### src/rtl/gocd_defines.vh
// Constants for the global output configuration decoder.
// Operation
// - Drive select applies only in lock-indicator source.
// - Select 0: push-pull, high while unlocked.
// - Select 1: open drain, low while unlocked.
// - Clock source on aux pin ignores drive select.
// - Unlock gating 0: clock outputs held low while unlocked.
// - Unlock gating 1: clock outputs enabled while unlocked too.
// - Format 0 reads ratio as 20.12.
// - Format 1 reads ratio as 12.20.
// - Maps 000/001/010 gate clock, aux, both.
// - Map 011: pin enables manual ratio shift.
// - Map 101: pin overrides auto ratio shift.
// - Map 111: pin forces aux source 10.
// - Bandwidth code doubles from 1 Hz upward.
// - Disable mappings: pin low enables, high disables.
// - Shift mapping: pin high enables, only means.
// - Override mapping: pin low follows modal source.
`ifndef GOCD_DEFINES_VH
`define GOCD_DEFINES_VH

// -----------------------------------------------------------------
// Register offsets
// -----------------------------------------------------------------
`define GOCD_ADDR_CONFIG 8'h00
`define GOCD_ADDR_STATUS 8'h04
`define GOCD_ADDR_IRQ_STATUS 8'h08
`define GOCD_ADDR_IRQ_MASK 8'h0C
`define GOCD_ADDR_RATIO_INT 8'h10
`define GOCD_ADDR_RATIO_FRAC 8'h14
`define GOCD_ADDR_BANDWIDTH 8'h18

// -----------------------------------------------------------------
// Configuration fields
// -----------------------------------------------------------------
`define GOCD_CFG_DRIVE_BIT 0
`define GOCD_CFG_UNLOCK_BIT 1
`define GOCD_CFG_FORMAT_BIT 2
`define GOCD_CFG_MAP_LSB 4
`define GOCD_CFG_MAP_MSB 6
`define GOCD_CFG_BW_LSB 8
`define GOCD_CFG_BW_MSB 10
`define GOCD_CFG_RESET 11'h000

// -----------------------------------------------------------------
// Interrupt bits
// -----------------------------------------------------------------
`define GOCD_IRQ_LOCK_LOST 0
`define GOCD_IRQ_LOCK_GAINED 1
`define GOCD_IRQ_PIN_CHANGE 2
`define GOCD_IRQ_RESET 3'h0

// -----------------------------------------------------------------
// Codes
// -----------------------------------------------------------------
`define GOCD_SRC_RESERVED 2'h0
`define GOCD_SRC_REF_CLK 2'h1
`define GOCD_SRC_PLL_CLK 2'h2
`define GOCD_SRC_LOCK_IND 2'h3
`define GOCD_MAP_DIS_CLK 3'h0
`define GOCD_MAP_DIS_AUX 3'h1
`define GOCD_MAP_DIS_BOTH 3'h2
`define GOCD_MAP_SHIFT_EN 3'h3
`define GOCD_MAP_AUTO_OVR 3'h5
`define GOCD_MAP_SRC_OVR 3'h7

`endif

### src/rtl/gocd_sync3.v
// Three-stage input synchroniser with agreement filter.
`timescale 1ns/1ps
module gocd_sync3 #(
    parameter RESET_VALUE = 1'b0
) (
    // Clock and reset
    input wire clk_sys,
    input wire rst_n,
    // Asynchronous input
    input wire async_in,
    // Filtered synchronous level
    output wire level_out
);

    reg stage1_reg;
    reg stage2_reg;
    reg stage3_reg;
    reg level_reg;

    // The first stage feeds only the second stage, so metastability
    // never reaches the agreement compare.
    always @(posedge clk_sys or negedge rst_n) begin
        if (!rst_n) begin
            stage1_reg <= RESET_VALUE;
            stage2_reg <= RESET_VALUE;
            stage3_reg <= RESET_VALUE;
            level_reg <= RESET_VALUE;
        end else begin
            stage1_reg <= async_in;
            stage2_reg <= stage1_reg;
            stage3_reg <= stage2_reg;
            if (stage2_reg == stage3_reg) begin
                level_reg <= stage3_reg;
            end
        end
    end

    assign level_out = level_reg;

endmodule

### src/rtl/gocd_global_output_config.v
// Global output configuration decoder with register port.
`timescale 1ns/1ps
`include "gocd_defines.vh"
module gocd_global_output_config (
    // Clock and reset
    input wire clk_sys,
    input wire rst_n,
    // Register port
    input wire [7:0] reg_addr,
    input wire [31:0] reg_wdata,
    input wire reg_wr,
    input wire reg_rd,
    output wire [31:0] reg_rdata,
    // Interrupt
    output wire irq,
    // PLL status and clocks
    input wire pll_locked,
    input wire pll_clk_in,
    input wire ref_clk_in,
    // Mode pin
    input wire third_mode_pin,
    // Modal parameters chosen by the other mode pins
    input wire [1:0] aux_pin_source_select,
    input wire [1:0] ratio_shift_select,
    input wire auto_ratio_shift_enable,
    input wire [31:0] user_ratio,
    // Clock pins
    output wire pll_clock_pin,
    output wire aux_pin_o,
    output wire aux_pin_oe,
    // Decoded settings
    output wire [1:0] aux_source_eff,
    output wire ratio_shift_enable,
    output wire [2:0] ratio_shift_amount,
    output wire auto_ratio_shift_eff,
    output wire [19:0] ratio_int,
    output wire [19:0] ratio_frac,
    output wire [7:0] min_bandwidth_hz
);

    // -----------------------------------------------------------------
    // Reset release
    // -----------------------------------------------------------------
    reg rst_meta_reg;
    reg rst_sync_reg;

    always @(posedge clk_sys or negedge rst_n) begin
        if (!rst_n) begin
            rst_meta_reg <= 1'b0;
            rst_sync_reg <= 1'b0;
        end else begin
            rst_meta_reg <= 1'b1;
            rst_sync_reg <= rst_meta_reg;
        end
    end

    wire rst_int_n;
    assign rst_int_n = rst_sync_reg;

    // -----------------------------------------------------------------
    // Input synchronisers
    // -----------------------------------------------------------------
    wire locked_sync;
    wire pin_sync;

    gocd_sync3 #(
        .RESET_VALUE(1'b0)
    ) u_sync_lock (
        .clk_sys(clk_sys),
        .rst_n(rst_int_n),
        .async_in(pll_locked),
        .level_out(locked_sync)
    );

    gocd_sync3 #(
        .RESET_VALUE(1'b0)
    ) u_sync_pin (
        .clk_sys(clk_sys),
        .rst_n(rst_int_n),
        .async_in(third_mode_pin),
        .level_out(pin_sync)
    );

    // -----------------------------------------------------------------
    // Configuration register
    // -----------------------------------------------------------------
    reg [10:0] config_reg;
    reg [2:0] irq_status_reg;
    reg [2:0] irq_mask_reg;

    wire wr_config;
    wire wr_irq_status;
    wire wr_irq_mask;
    assign wr_config = reg_wr && (reg_addr == `GOCD_ADDR_CONFIG);
    assign wr_irq_status = reg_wr && (reg_addr == `GOCD_ADDR_IRQ_STATUS);
    assign wr_irq_mask = reg_wr && (reg_addr == `GOCD_ADDR_IRQ_MASK);

    always @(posedge clk_sys or negedge rst_int_n) begin
        if (!rst_int_n) begin
            config_reg <= `GOCD_CFG_RESET;
        end else if (wr_config) begin
            config_reg <= reg_wdata[10:0];
        end
    end

    wire unlock_pin_drive_select;
    wire output_during_unlock;
    wire ratio_format_select;
    wire [2:0] third_pin_function_map;
    wire [2:0] ref_min_loop_bandwidth;
    assign unlock_pin_drive_select = config_reg[`GOCD_CFG_DRIVE_BIT];
    assign output_during_unlock = config_reg[`GOCD_CFG_UNLOCK_BIT];
    assign ratio_format_select = config_reg[`GOCD_CFG_FORMAT_BIT];
    assign third_pin_function_map =
        config_reg[`GOCD_CFG_MAP_MSB:`GOCD_CFG_MAP_LSB];
    assign ref_min_loop_bandwidth =
        config_reg[`GOCD_CFG_BW_MSB:`GOCD_CFG_BW_LSB];

    // -----------------------------------------------------------------
    // Third pin decode
    // -----------------------------------------------------------------
    reg clk_disable_next;
    reg aux_disable_next;
    reg shift_en_next;
    reg auto_next;
    reg [1:0] src_next;

    always @* begin
        clk_disable_next = 1'b0;
        aux_disable_next = 1'b0;
        shift_en_next = 1'b0;
        auto_next = auto_ratio_shift_enable;
        src_next = aux_pin_source_select;
        case (third_pin_function_map)
            `GOCD_MAP_DIS_CLK: begin
                clk_disable_next = pin_sync;
            end
            `GOCD_MAP_DIS_AUX: begin
                aux_disable_next = pin_sync;
            end
            `GOCD_MAP_DIS_BOTH: begin
                clk_disable_next = pin_sync;
                aux_disable_next = pin_sync;
            end
            `GOCD_MAP_SHIFT_EN: begin
                shift_en_next = pin_sync;
            end
            `GOCD_MAP_AUTO_OVR: begin
                auto_next = pin_sync;
            end
            `GOCD_MAP_SRC_OVR: begin
                if (pin_sync) begin
                    src_next = `GOCD_SRC_PLL_CLK;
                end
            end
            default: begin
                // Reserved maps leave every modal setting as it is.
                src_next = aux_pin_source_select;
            end
        endcase
    end

    // -----------------------------------------------------------------
    // Decoded setting registers
    // -----------------------------------------------------------------
    reg clk_disable_reg;
    reg aux_disable_reg;
    reg shift_en_reg;
    reg auto_reg;
    reg [1:0] src_reg;
    reg [2:0] shift_amount_reg;
    reg [19:0] ratio_int_reg;
    reg [19:0] ratio_frac_reg;
    reg [7:0] bandwidth_reg;
    reg clk_en_reg;
    reg aux_clk_en_reg;

    wire clocks_allowed;
    assign clocks_allowed = output_during_unlock | locked_sync;

    always @(posedge clk_sys or negedge rst_int_n) begin
        if (!rst_int_n) begin
            clk_disable_reg <= 1'b0;
            aux_disable_reg <= 1'b0;
            shift_en_reg <= 1'b0;
            auto_reg <= 1'b0;
            src_reg <= `GOCD_SRC_RESERVED;
            shift_amount_reg <= 3'h1;
            ratio_int_reg <= 20'h00000;
            ratio_frac_reg <= 20'h00000;
            bandwidth_reg <= 8'h01;
            clk_en_reg <= 1'b0;
            aux_clk_en_reg <= 1'b0;
        end else begin
            clk_disable_reg <= clk_disable_next;
            aux_disable_reg <= aux_disable_next;
            shift_en_reg <= shift_en_next;
            auto_reg <= auto_next;
            src_reg <= src_next;
            shift_amount_reg <= {1'b0, ratio_shift_select} + 3'h1;
            if (ratio_format_select) begin
                ratio_int_reg <= {8'h00, user_ratio[31:20]};
                ratio_frac_reg <= user_ratio[19:0];
            end else begin
                ratio_int_reg <= user_ratio[31:12];
                ratio_frac_reg <= {user_ratio[11:0], 8'h00};
            end
            bandwidth_reg <= 8'h01 << ref_min_loop_bandwidth;
            clk_en_reg <= clocks_allowed & ~clk_disable_next;
            aux_clk_en_reg <= clocks_allowed & ~aux_disable_next;
        end
    end

    // -----------------------------------------------------------------
    // Clock pin gating
    // -----------------------------------------------------------------
    // The gate is a plain AND with a registered enable; the enable can
    // change mid-period, so a short pulse is possible on a change.
    assign pll_clock_pin = pll_clk_in & clk_en_reg;

    // -----------------------------------------------------------------
    // Auxiliary pin
    // -----------------------------------------------------------------
    reg aux_o_next;
    reg aux_oe_next;

    always @* begin
        aux_o_next = 1'b0;
        aux_oe_next = 1'b1;
        case (src_reg)
            `GOCD_SRC_REF_CLK: begin
                aux_o_next = ref_clk_in & aux_clk_en_reg;
            end
            `GOCD_SRC_PLL_CLK: begin
                aux_o_next = pll_clk_in & aux_clk_en_reg;
            end
            `GOCD_SRC_LOCK_IND: begin
                if (aux_disable_reg) begin
                    aux_o_next = 1'b0;
                    aux_oe_next = ~unlock_pin_drive_select;
                end else if (unlock_pin_drive_select) begin
                    aux_o_next = 1'b0;
                    aux_oe_next = ~locked_sync;
                end else begin
                    aux_o_next = ~locked_sync;
                    aux_oe_next = 1'b1;
                end
            end
            default: begin
                aux_o_next = 1'b0;
                aux_oe_next = 1'b1;
            end
        endcase
    end

    assign aux_pin_o = aux_o_next;
    assign aux_pin_oe = aux_oe_next;

    // -----------------------------------------------------------------
    // Interrupt status
    // -----------------------------------------------------------------
    reg locked_prev_reg;
    reg pin_prev_reg;

    always @(posedge clk_sys or negedge rst_int_n) begin
        if (!rst_int_n) begin
            locked_prev_reg <= 1'b0;
            pin_prev_reg <= 1'b0;
        end else begin
            locked_prev_reg <= locked_sync;
            pin_prev_reg <= pin_sync;
        end
    end

    wire [2:0] irq_event;
    assign irq_event[`GOCD_IRQ_LOCK_LOST] = locked_prev_reg & ~locked_sync;
    assign irq_event[`GOCD_IRQ_LOCK_GAINED] = ~locked_prev_reg & locked_sync;
    assign irq_event[`GOCD_IRQ_PIN_CHANGE] = pin_prev_reg ^ pin_sync;

    // A new event in the clearing cycle wins, so no event is lost.
    always @(posedge clk_sys or negedge rst_int_n) begin
        if (!rst_int_n) begin
            irq_status_reg <= `GOCD_IRQ_RESET;
        end else if (wr_irq_status) begin
            irq_status_reg <= (irq_status_reg & ~reg_wdata[2:0]) | irq_event;
        end else begin
            irq_status_reg <= irq_status_reg | irq_event;
        end
    end

    always @(posedge clk_sys or negedge rst_int_n) begin
        if (!rst_int_n) begin
            irq_mask_reg <= `GOCD_IRQ_RESET;
        end else if (wr_irq_mask) begin
            irq_mask_reg <= reg_wdata[2:0];
        end
    end

    assign irq = |(irq_status_reg & irq_mask_reg);

    // -----------------------------------------------------------------
    // Read port
    // -----------------------------------------------------------------
    reg [31:0] rd_next;
    reg [31:0] rdata_reg;

    always @* begin
        rd_next = 32'h00000000;
        case (reg_addr)
            `GOCD_ADDR_CONFIG: begin
                rd_next = {21'h000000, config_reg};
            end
            `GOCD_ADDR_STATUS: begin
                rd_next = {24'h000000, auto_reg, shift_en_reg,
                           aux_clk_en_reg, clk_en_reg, src_reg,
                           pin_sync, locked_sync};
            end
            `GOCD_ADDR_IRQ_STATUS: begin
                rd_next = {29'h00000000, irq_status_reg};
            end
            `GOCD_ADDR_IRQ_MASK: begin
                rd_next = {29'h00000000, irq_mask_reg};
            end
            `GOCD_ADDR_RATIO_INT: begin
                rd_next = {12'h000, ratio_int_reg};
            end
            `GOCD_ADDR_RATIO_FRAC: begin
                rd_next = {12'h000, ratio_frac_reg};
            end
            `GOCD_ADDR_BANDWIDTH: begin
                rd_next = {24'h000000, bandwidth_reg};
            end
            default: begin
                rd_next = 32'h00000000;
            end
        endcase
    end

    // Data stand only in the cycle after the read strobe.
    always @(posedge clk_sys or negedge rst_int_n) begin
        if (!rst_int_n) begin
            rdata_reg <= 32'h00000000;
        end else if (reg_rd) begin
            rdata_reg <= rd_next;
        end else begin
            rdata_reg <= 32'h00000000;
        end
    end

    assign reg_rdata = rdata_reg;

    // -----------------------------------------------------------------
    // Decoded outputs
    // -----------------------------------------------------------------
    assign aux_source_eff = src_reg;
    assign ratio_shift_enable = shift_en_reg;
    assign ratio_shift_amount = shift_amount_reg;
    assign auto_ratio_shift_eff = auto_reg;
    assign ratio_int = ratio_int_reg;
    assign ratio_frac = ratio_frac_reg;
    assign min_bandwidth_hz = bandwidth_reg;

endmodule

### config.mk
export PLATFORM = sky130hd
export DESIGN_NAME = gocd_global_output_config
export DESIGN_NICKNAME = d
export VERILOG_FILES = /design/src/rtl/gocd_sync3.v /design/src/rtl/gocd_global_output_config.v
export VERILOG_INCLUDE_DIRS = /design/src /design/src/rtl
export SDC_FILE = /design/constraint.sdc
export NUM_CORES = 1
export LEC_CHECK = 0
export ABC_AREA = 1
export BUFFER_PORTS_ARGS = -buffer_cell sky130_fd_sc_hd__buf_2
export CAP_MARGIN = 30
export CORE_AREA = 2 2 154 81
export DETAILED_ROUTE_END_ITERATION = 8
export DIE_AREA = 0 0 156 83
export GPL_ROUTABILITY_DRIVEN = 1
export PLACE_DENSITY = 0.73
export SLEW_MARGIN = 0
export SYNTH_ARGS = -nofsm -noshare
export SYNTH_HDL_FRONTEND = slang
export SYNTH_HIERARCHICAL = 1
export SYNTH_SLANG_ARGS = --single-unit
### constraint.sdc
create_clock -name clk_sys -period 5.45 [get_ports clk_sys]
set_input_delay 0.2725 -clock clk_sys [delete_from_list [all_inputs] [get_ports clk_sys]]
set_output_delay 0.2725 -clock clk_sys [all_outputs]
set_load 0.1 [all_outputs]
# == Word level (Yosys, flattened, before mapping) ==
# Index checks and enable logic that the tools add are counted.
# word_totals
out_inout_bits,91
input_bits,85
reg_bits,119
word_cells,88
# op_classes
muxes,17
n_shift,1
addsub,1
n_reduce_logical,8
n_eq_ne,16
bitwise,19
# ops
cell,count
case mux 20 bit (7 select lines),1
two-way mux 20 bit,3
"equality test 8 x 5 -> 1 bit, second input constant",3
"equality test 8 x 4 -> 1 bit, second input constant",2
two-way mux 1 bit,9
"equality test 8 x 3 -> 1 bit, second input constant",1
zero test 8 bit,1
"<< shifter 1 x 3 -> 8 bit, first input constant",1
AND 1 bit,7
AND 3 bit,2
"equality test 3 x 2 -> 1 bit, second input constant",2
"equality test 3 bit, second input constant",2
bitwise OR 3 bit,2
NOT 1 bit,5
"equality test 2 bit, second input constant",2
two-way mux 2 bit,2
OR reduction 2 bit,2
"adder 2 x 1 -> 3 bit, second input constant",1
"equality test 3 x 1 -> 1 bit, second input constant",1
logical AND 1 bit,3
zero test 3 bit,1
two-way mux 3 bit,1
NOT 3 bit,1
case mux 1 bit (3 select lines),1
5 further kinds,6

# == Logic depth before layout (Yosys ltp) ==
# Gate-level depths: netlist (run 1).
# depth
word_depth,5
mapped_depth,10
ltp_nobuf,9

# == Hierarchy ==
# The synthesis (run 1) kept the hierarchy.
# modules_own_cells
module,cells_per_inst,seq_area_each_um2,instances,area_each_um2
gocd_global_output_config,483,2479.9,1,4316.6
gocd_sync3,8,100.1,2,116.4

# == Least setup slack after synthesis (run 1) ==
# OpenSTA, ideal clock, no wires.
# synth_path
path_type,register to output
startpoint,"reg src_reg[0], in the netlist aux_source_eff[0]"
endpoint,out aux_pin_o
path_slack_ps,2178
stages_incl_launch_ff,5
t_required_ps,5178
arrival_ps,3000
path_cell_list,dfrtp_1 > inv_1 > ha_1 > o2111ai_1 > a21oi_1
# synth_between
elab_chain_cells,2
elab_cells_between_ends,4
cone_classes,3 x eq/ne; 1 x mux
# synth_lines
item,line_no,source
start: declaration,gocd_global_output_config.v:170,reg [1:0] src_reg;
start signal: assignment,gocd_global_output_config.v:187,src_reg <= `GOCD_SRC_RESERVED;
start signal: assignment,gocd_global_output_config.v:199,src_reg <= src_next;
equality test 2 bit / equality test 2 x 1 -> 1 bit (equally long branches),gocd_global_output_config.v:230,case (src_reg)
case mux 1 bit (3 select lines) *,gocd_global_output_config.v:230,
end: declaration,gocd_global_output_config.v:29,"output wire aux_pin_o,"
# Mark *: on every way between the ends. The rest lies on a longest branch, timed or not.

# == Worst setup path after layout (run 1) ==
# Same ends and word-level chain as after synthesis.

==> summary.txt, run 1 <==
Synth
  • Mapped Cells: between 400 and 500
  • Top cells by area, synth: dfrtp_1 (58%), nand2_1 (8.8%), nor2_1 (5.4%)
  • Syn Area/Cell: 9.117 µm²
  • Synth Cell Area: around 0.0045 mm²
  • Register bit count reported by yosys: about 110
  • Cell taking the most area after synthesis: dfrtp_1
  • Sequential cell area fraction in the yosys report: 58.91%
  • Netlist cell types: 35
  • Yosys warning total: 6
  • Area share of the largest cell type after synthesis: between 50 and 60%

Critical path
  • Worst R2R Start: rst_int_n
  • Crit path launch type: flop
  • Worst path top cell family by delay: buffers and inverters
  • Critical path buffer and inverter count: 2
  • Worst path cell trace: inv_1 > ha_1 > o2111ai_1 > a21oi_1 > buf_2
  • Reg2Reg Capture Point: config_reg[2]
  • Reg-to-reg setup timing slack: 3870 ps
  • Critical path class: flop to primary output
  • CP Capture Type: primary output
  • CP max stage delay: 430 ps
  • Crit path launch: aux_source_eff[0]
  • Critical Path AT: 1780 ps
  • Crit Path Max Fanout: 3
  • Critical Path RT: 5180 ps
  • R2R depth: 1
  • Slowest stage cell on the critical path: buf_2

STA
  • Fin worst setup slack: 3402 ps
  • Final hold violation count: 0
  • Worst Tran Pin Value: 967.3 ps
  • Setup tns final: 0 ps
  • RSZ-0062 raised after global routing: no
  • Setup-failing EPs final: 0
  • Slew headroom: 35.52%
  • Worst Skew: between 8 and 9 ps
  • Crit share post-route: 37.57%
  • Max-slew violation count: 0
  • F_max: 0.4884 GHz
  • Final Critical Period: between 2000 and 2500 ps

Placement
  • Placed Area: 0.005291 mm²
  • Post-place setup slack: 3456 ps
  • Port bufs: between 100 and 150
  • Post-DP HPWL: roughly 9900 µm
  • Routability Congestion: 0.8647

Drt
  • Vias per inst: roughly 4.8
  • Routed WL: around 13000 µm
  • DR iter-0 viols: ~290
  • DR WL/cell: 16.03 µm
  • TritonRoute pass-1 iters: 6
  • Vias post-DR: approximately 3800
  • DRC violations left: 0
  • Routed Antenna Nets: 0

GRT
  • Vias in the first global route: 3455
  • Initial antenna violation count: 0
  • Total Routing Usage GR: 19.80%
  • Largest net degree at the start of global routing: 67
  • First-pass GRT wire length: between 15000 and 20000 µm
  • GRT overflow: 0

Die
  • Placement Rows: 28
  • Die width: 156 µm
  • Initial core utilization: 39.47%
  • Die Ht: 83 µm
  • Die area: ~0.013 mm²
  • Core box area: 0.01153 mm²
  • IO Pins: 176

Status
  • Status: finished, final reports clean

Power and ir drop
  • Leakage: around 3.1 nW
  • Pint: 1.222 mW
  • Clock Power Share: 34.9%
  • Pwr Density: 328.7 mW/mm²
  • Psw: 618.3 µW
  • Sequential share of power: a little under half
  • Maximum vdd ir drop: roughly 0.14 mV
  • Comb pwr share: approximately 18%
  • Sw Ratio: 33.59%

Clocking
  • Clk_lat worst skew: 350 ps
  • Root Driver: clkbuf_16
  • Clock buffer count from CTS: 9
  • Resize count post-CTS: 0
  • Worst-path clk slew: ~80 ps
  • CTS tree: built
  • H-Tree Depth: 3
  • Clock Tree Buf Depth: 2
  • CTS Sinks: ~110

Min path
  • Worst hold start: third_mode_pin
  • HP Class: input port to flop
  • Hold Path Depth: 1
  • Hold Path End: u_sync_pin/stage1_reg

Layout
  • # diodes: 0
  • FILL cells: roughly 1100
  • Layout net count: 725
  • Area Overhead vs Synth: 23.07%
  • Final Cell Area: 0.005599 mm²
  • Layout cells sized above 1: 28.55%

Flow run
  • Max_cap viols: 0
-- layout make-up --
type | count | area (µm²) | share of cell area, %
Tap cell | 150 | 187.7 | 3.352
Multi-Input combinational cell | 317 | 1484 | 26.50
Inverter | 57 | 216.5 | 3.866
Sequential cell | 107 | 2685 | 47.96
Clock buffer | 11 | 252.7 | 4.514
Clock inverter | 5 | 45.04 | 0.8045
Timing Repair Buffer | 144 | 728.2 | 13.01
-- cells by family (layout without fill, tap and decap cells) --
logic type	count (synthesis)	after routing	synth area share, %
compound gates	58	58	6.573
buf+inv	86	217	9.378
other cells	2	13	0.1651
simple gates	241	241	23.68
xor+xnor	1	1	0.1926
flops	107	107	58.91
fa+ha+maj	4	4	1.100
-- worst max path at each step --
stage	endpoint	cells past startpoint
after floorplan	aux_pin_o	4
after global placement	reg_rdata[4]	10
after detailed placement	reg_rdata[4]	10
after CTS	aux_pin_o	5
after global routing	aux_pin_o	5
final	aux_pin_o	5
-- power groups by stage --
stage | Combinational [mW] | Clock (mW) | Sequential (mW)
6_report | 0.333 | 0.643 | 0.864
5_1_grt | 0.350 | 0.694 | 0.871
4_1_cts | 0.334 | 0.660 | 0.865
3_5_place_dp | 0.334 | 0 | 0.880
3_3_place_gp | 0.329 | 0 | 0.878
2_1_floorplan | 0.121 | 0 | 1.02
-- Yosys cell counts --
library cell,n
nor2_1,65
buf_6,4
nand4_1,1
buf_2,2
nor2_8,2
clkbuf_1,4
xnor2_1,1
buf_12,1
nor2_2,3
o21ai_0,15
buf_4,14
conb_1,2
o21ai_1,2
dfrtp_1,105
nand3b_1,1
o2111ai_1,1
inv_4,1
nor2_4,2
nor3b_1,1
dfstp_2,2
a21o_1,1
nand2_1,107
or2_2,1
nand2_2,6
nand2_4,3
nand3_2,1
and3_1,1
a21boi_0,1
nor3_1,8
ha_1,4
inv_1,55
inv_2,1
buf_1,4
nand3_1,39
a21oi_1,38
-- metal layers --
| metal | vias to the layer above | GRT usage [%] | part of all wire, % |
|---|---|---|---|
| li1 | 1807 | - | - |
| met1 | 1820 | 30.35 | 49 |
| met2 | 155 | 25.62 | 39 |
| met3 | 15 | 8.246 | 10 |
| met4 | 0 | 4.420 | 0.95 |
| met5 | - | 0 | 0 |
-- stage by stage --
stage | instances | hold slack, ps | total power [mW] | utilization, %
6_report | 791 | 22.95 | 1.841 | 48.58
5_1_grt | 791 | 1.966 | 1.914 | 48.58
4_1_cts | 791 | 10.77 | 1.859 | 48.58
3_5_place_dp | 774 | 58.76 | 1.214 | 45.91
3_3_place_gp | 774 | 57.13 | 1.208 | 45.91
2_1_floorplan | 510 | -23.09 | 1.138 | -
-- cells in the final DEF (no fill, tap or decap), types with 3 or more instances in the layout --
master     synthesis  final
conb_1             2     13
clkbuf_16          0      9
ha_1               4      4
nand2_2            6      6
nor2_1            65     65
nor3_1             8      8
nand2_4            3      3
buf_2              2    142
o21ai_0           15     15
nand3_1           39     39
inv_1             55     55
nand2_1          107    107
dfrtp_1          105    103
nor2_2             3      3
a21oi_1           38     38
-- timing repair --
item / in CTS / in global routing
hold buffers: 1 / 0
buffers inserted: 0 / 0
endpoints found under the hold margin: 2 / 0
setup endpoints to repair: 0 / 0
(Power assumes the default switching activity.)
==> run 2, diff against run 1 <==
Clock period 5.45 ns to 1.9 ns, I/O delays scaled along.
==> summary.txt, run 2 (synthesis results as in run 1) <==
Status
  • Status: finished, final reports clean (unchanged)

STA
  • Slew headroom: 51.75% (was 35.52%)
  • Worst Tran Pin Value: 723.0 ps (was 967.3 ps)
  • Final Critical Period: roughly 1800 ps
  • F_max: about 0.57 GHz
  • Crit share post-route: 93.15%
  • Final hold violation count: 0 (unchanged)
  • RSZ-0062 raised after global routing: no (unchanged)
  • Hold Slack: 11.33 ps (was 22.95 ps)
  • Setup-failing EPs final: 0 (unchanged)
  • Worst Skew: 7.568 ps (was 8.380 ps)
  • Max-slew violation count: 0 (unchanged)

Drt
  • Vias post-DR: 3918 (was 3797)
  • TritonRoute pass-1 iters: 5 (was 6)
  • Routed Antenna Nets: 0 (unchanged)
  • DR iter-0 viols: 242 (was 288)
  • DR WL/cell: 15.31 µm (was 16.03 µm)
  • DRC violations left: 0 (unchanged)
  • Vias per inst: 4.709 (was 4.800)
  • Routed WL: 12740 µm (was 12680 µm)

Clocking
  • Clock buffer count from CTS: 9 (unchanged)
  • H-Tree Depth: 3 (unchanged)
  • CTS Sinks: 107 (unchanged)
  • Worst-path clk slew: 70 ps (was 80 ps)
  • Root Driver: clkbuf_16 (unchanged)
  • Post CTS Setup Buffer Count: 0 (unchanged)
  • Clock Tree Buf Depth: 2 (unchanged)
  • CTS tree: built (unchanged)
  • Clk_lat worst skew: 350 ps (about the same)

Min path
  • HP Class: input port to flop (unchanged)

Power and ir drop
  • Maximum vdd ir drop: 0.3828 mV (was 0.1431 mV)
  • Total Power: 5.451 mW (was 1.841 mW)
  • Leakage: 3.342 nW (was 3.148 nW)
  • Pwr Density: 892.2 mW/mm² (was 328.7 mW/mm²)

Die
  • Initial core utilization: 39.47% (unchanged)
  • Placement Rows: 28 (unchanged)
  • Die area: 0.01295 mm² (unchanged)
  • IO Pins: 176 (unchanged)
  • Core box area: 0.01153 mm² (unchanged)
  • Die Ht: 83 µm (unchanged)
  • Die width: 156 µm (unchanged)

Placement
  • Port bufs: 142 (unchanged)
  • Inst Count DP: 777 (was 774)
  • Post-DP HPWL: 9494 µm (was 9945 µm)
  • Placed Area: 0.005398 mm² (was 0.005291 mm²)
  • Routability Congestion: 0.8480 (was 0.8647)

Critical path
  • Critical Path AT: 1670 ps (was 1780 ps)
  • Crit Path Max Fanout: 4 (was 3)
  • Critical Path RT: 1800 ps (was 5180 ps)
  • CP Capture Type: primary output (unchanged)
  • Crit path launch type: flop (unchanged)
  • Critical path class: flop to primary output (unchanged)

GRT
  • Vias in the first global route: 3773 (was 3455)
  • First-pass GRT wire length: 19890 µm (was 19290 µm)
  • Total Routing Usage GR: 20.20% (was 19.80%)
  • GRT overflow: 0 (unchanged)
  • Initial antenna violation count: 0 (unchanged)
  • Largest net degree at the start of global routing: 106 (was 67)

Layout
  • Area taken by multi-input logic gates: 0.001538 mm² (was 0.001484 mm²)
  • Register area: 0.002688 mm² (was 0.002685 mm²)
  • Final Cell Area: 0.006110 mm² (was 0.005599 mm²)
  • FILL cells: 1090 (was 1120)
  • Commonest non-fill, non-tap cell in the layout: buf_2 (unchanged)
  • Layout net count: 767 (was 725)
  • # diodes: 0 (unchanged)
  • Fin util: 53.01% (was 48.58%)
  • Area Overhead vs Synth: 34.30% (was 23.07%)
  • Fin cells: 832 (was 791)
  • Layout cells sized above 1: 28.30% (was 28.55%)
  • Most frequent cells in the layout: buf_2 (141), nand2_1 (107), dfrtp_1 (101) (was buf_2 (142), nand2_1 (107), dfrtp_1 (103))

Flow run
  • Max_cap viols: 0 (unchanged)
run 2: worst paths after layout:
path	slack, ps	to	cells after the start	startpoint
worst min register to register	330	ratio_shift_amount[2]	1	rst_int_n
worst max-delay path	130	aux_pin_o	5	aux_source_eff[1]
min in group asynchronous	70	rst_int_n	2	rst_n
worst max register to register	720	aux_clk_en_reg	4	u_sync_pin/level_out
worst min-delay path	10	ratio_int[0]	3	user_ratio[20]
max in group asynchronous	1000	config_reg[2]	1	rst_int_n
run 2: what timing repair did:
item,in CTS,in global routing
endpoints found under the hold margin,45,1
hold buffers,39,1
setup endpoints to repair,1,0
resized for setup,1,0
run 2: report_power, final:
| part | switching, mW | internal [mW] |
|---|---|---|
| clock | 0.829 | 1.10 |
| combinational | 0.848 | 0.224 |
| sequential | 0.0779 | 2.37 |
run 2: through the flow:
step | worst slack, ps | setup TNS, ps
after global placement | 387.8 | 0
after floorplan | -24.39 | -48.79
after detailed placement | 358.8 | 0
after CTS | 110.5 | 0
after global routing | 75.66 | 0
final | 130.2 | 0
run 2: critical path, cell delays in order, from the launching register on:
cell and delay (ps):
dfrtp_2 450, ha_4 180, nand2_1 100, o2111ai_4 140
a21oi_4 160, buf_4 290
run 2: routing by layer:
layer / track usage (%) / wire, µm / vias up
met5: 0 / 0 / -
met4: 4.504 / 139 / 0
met3: 5.793 / 996 / 15
met2: 28.96 / 5337 / 160
met1: 30.30 / 6266 / 1853
li1: - / - / 1890
run 2: layout make-up:
type | count | area share, %
clock buffer | 11 | 4.137
inverter | 57 | 3.584
timing repair buffer | 186 | 19.13
multi-input combinational | 317 | 25.17
tap | 150 | 3.072
clock inverter | 4 | 0.9216
sequential | 107 | 43.99
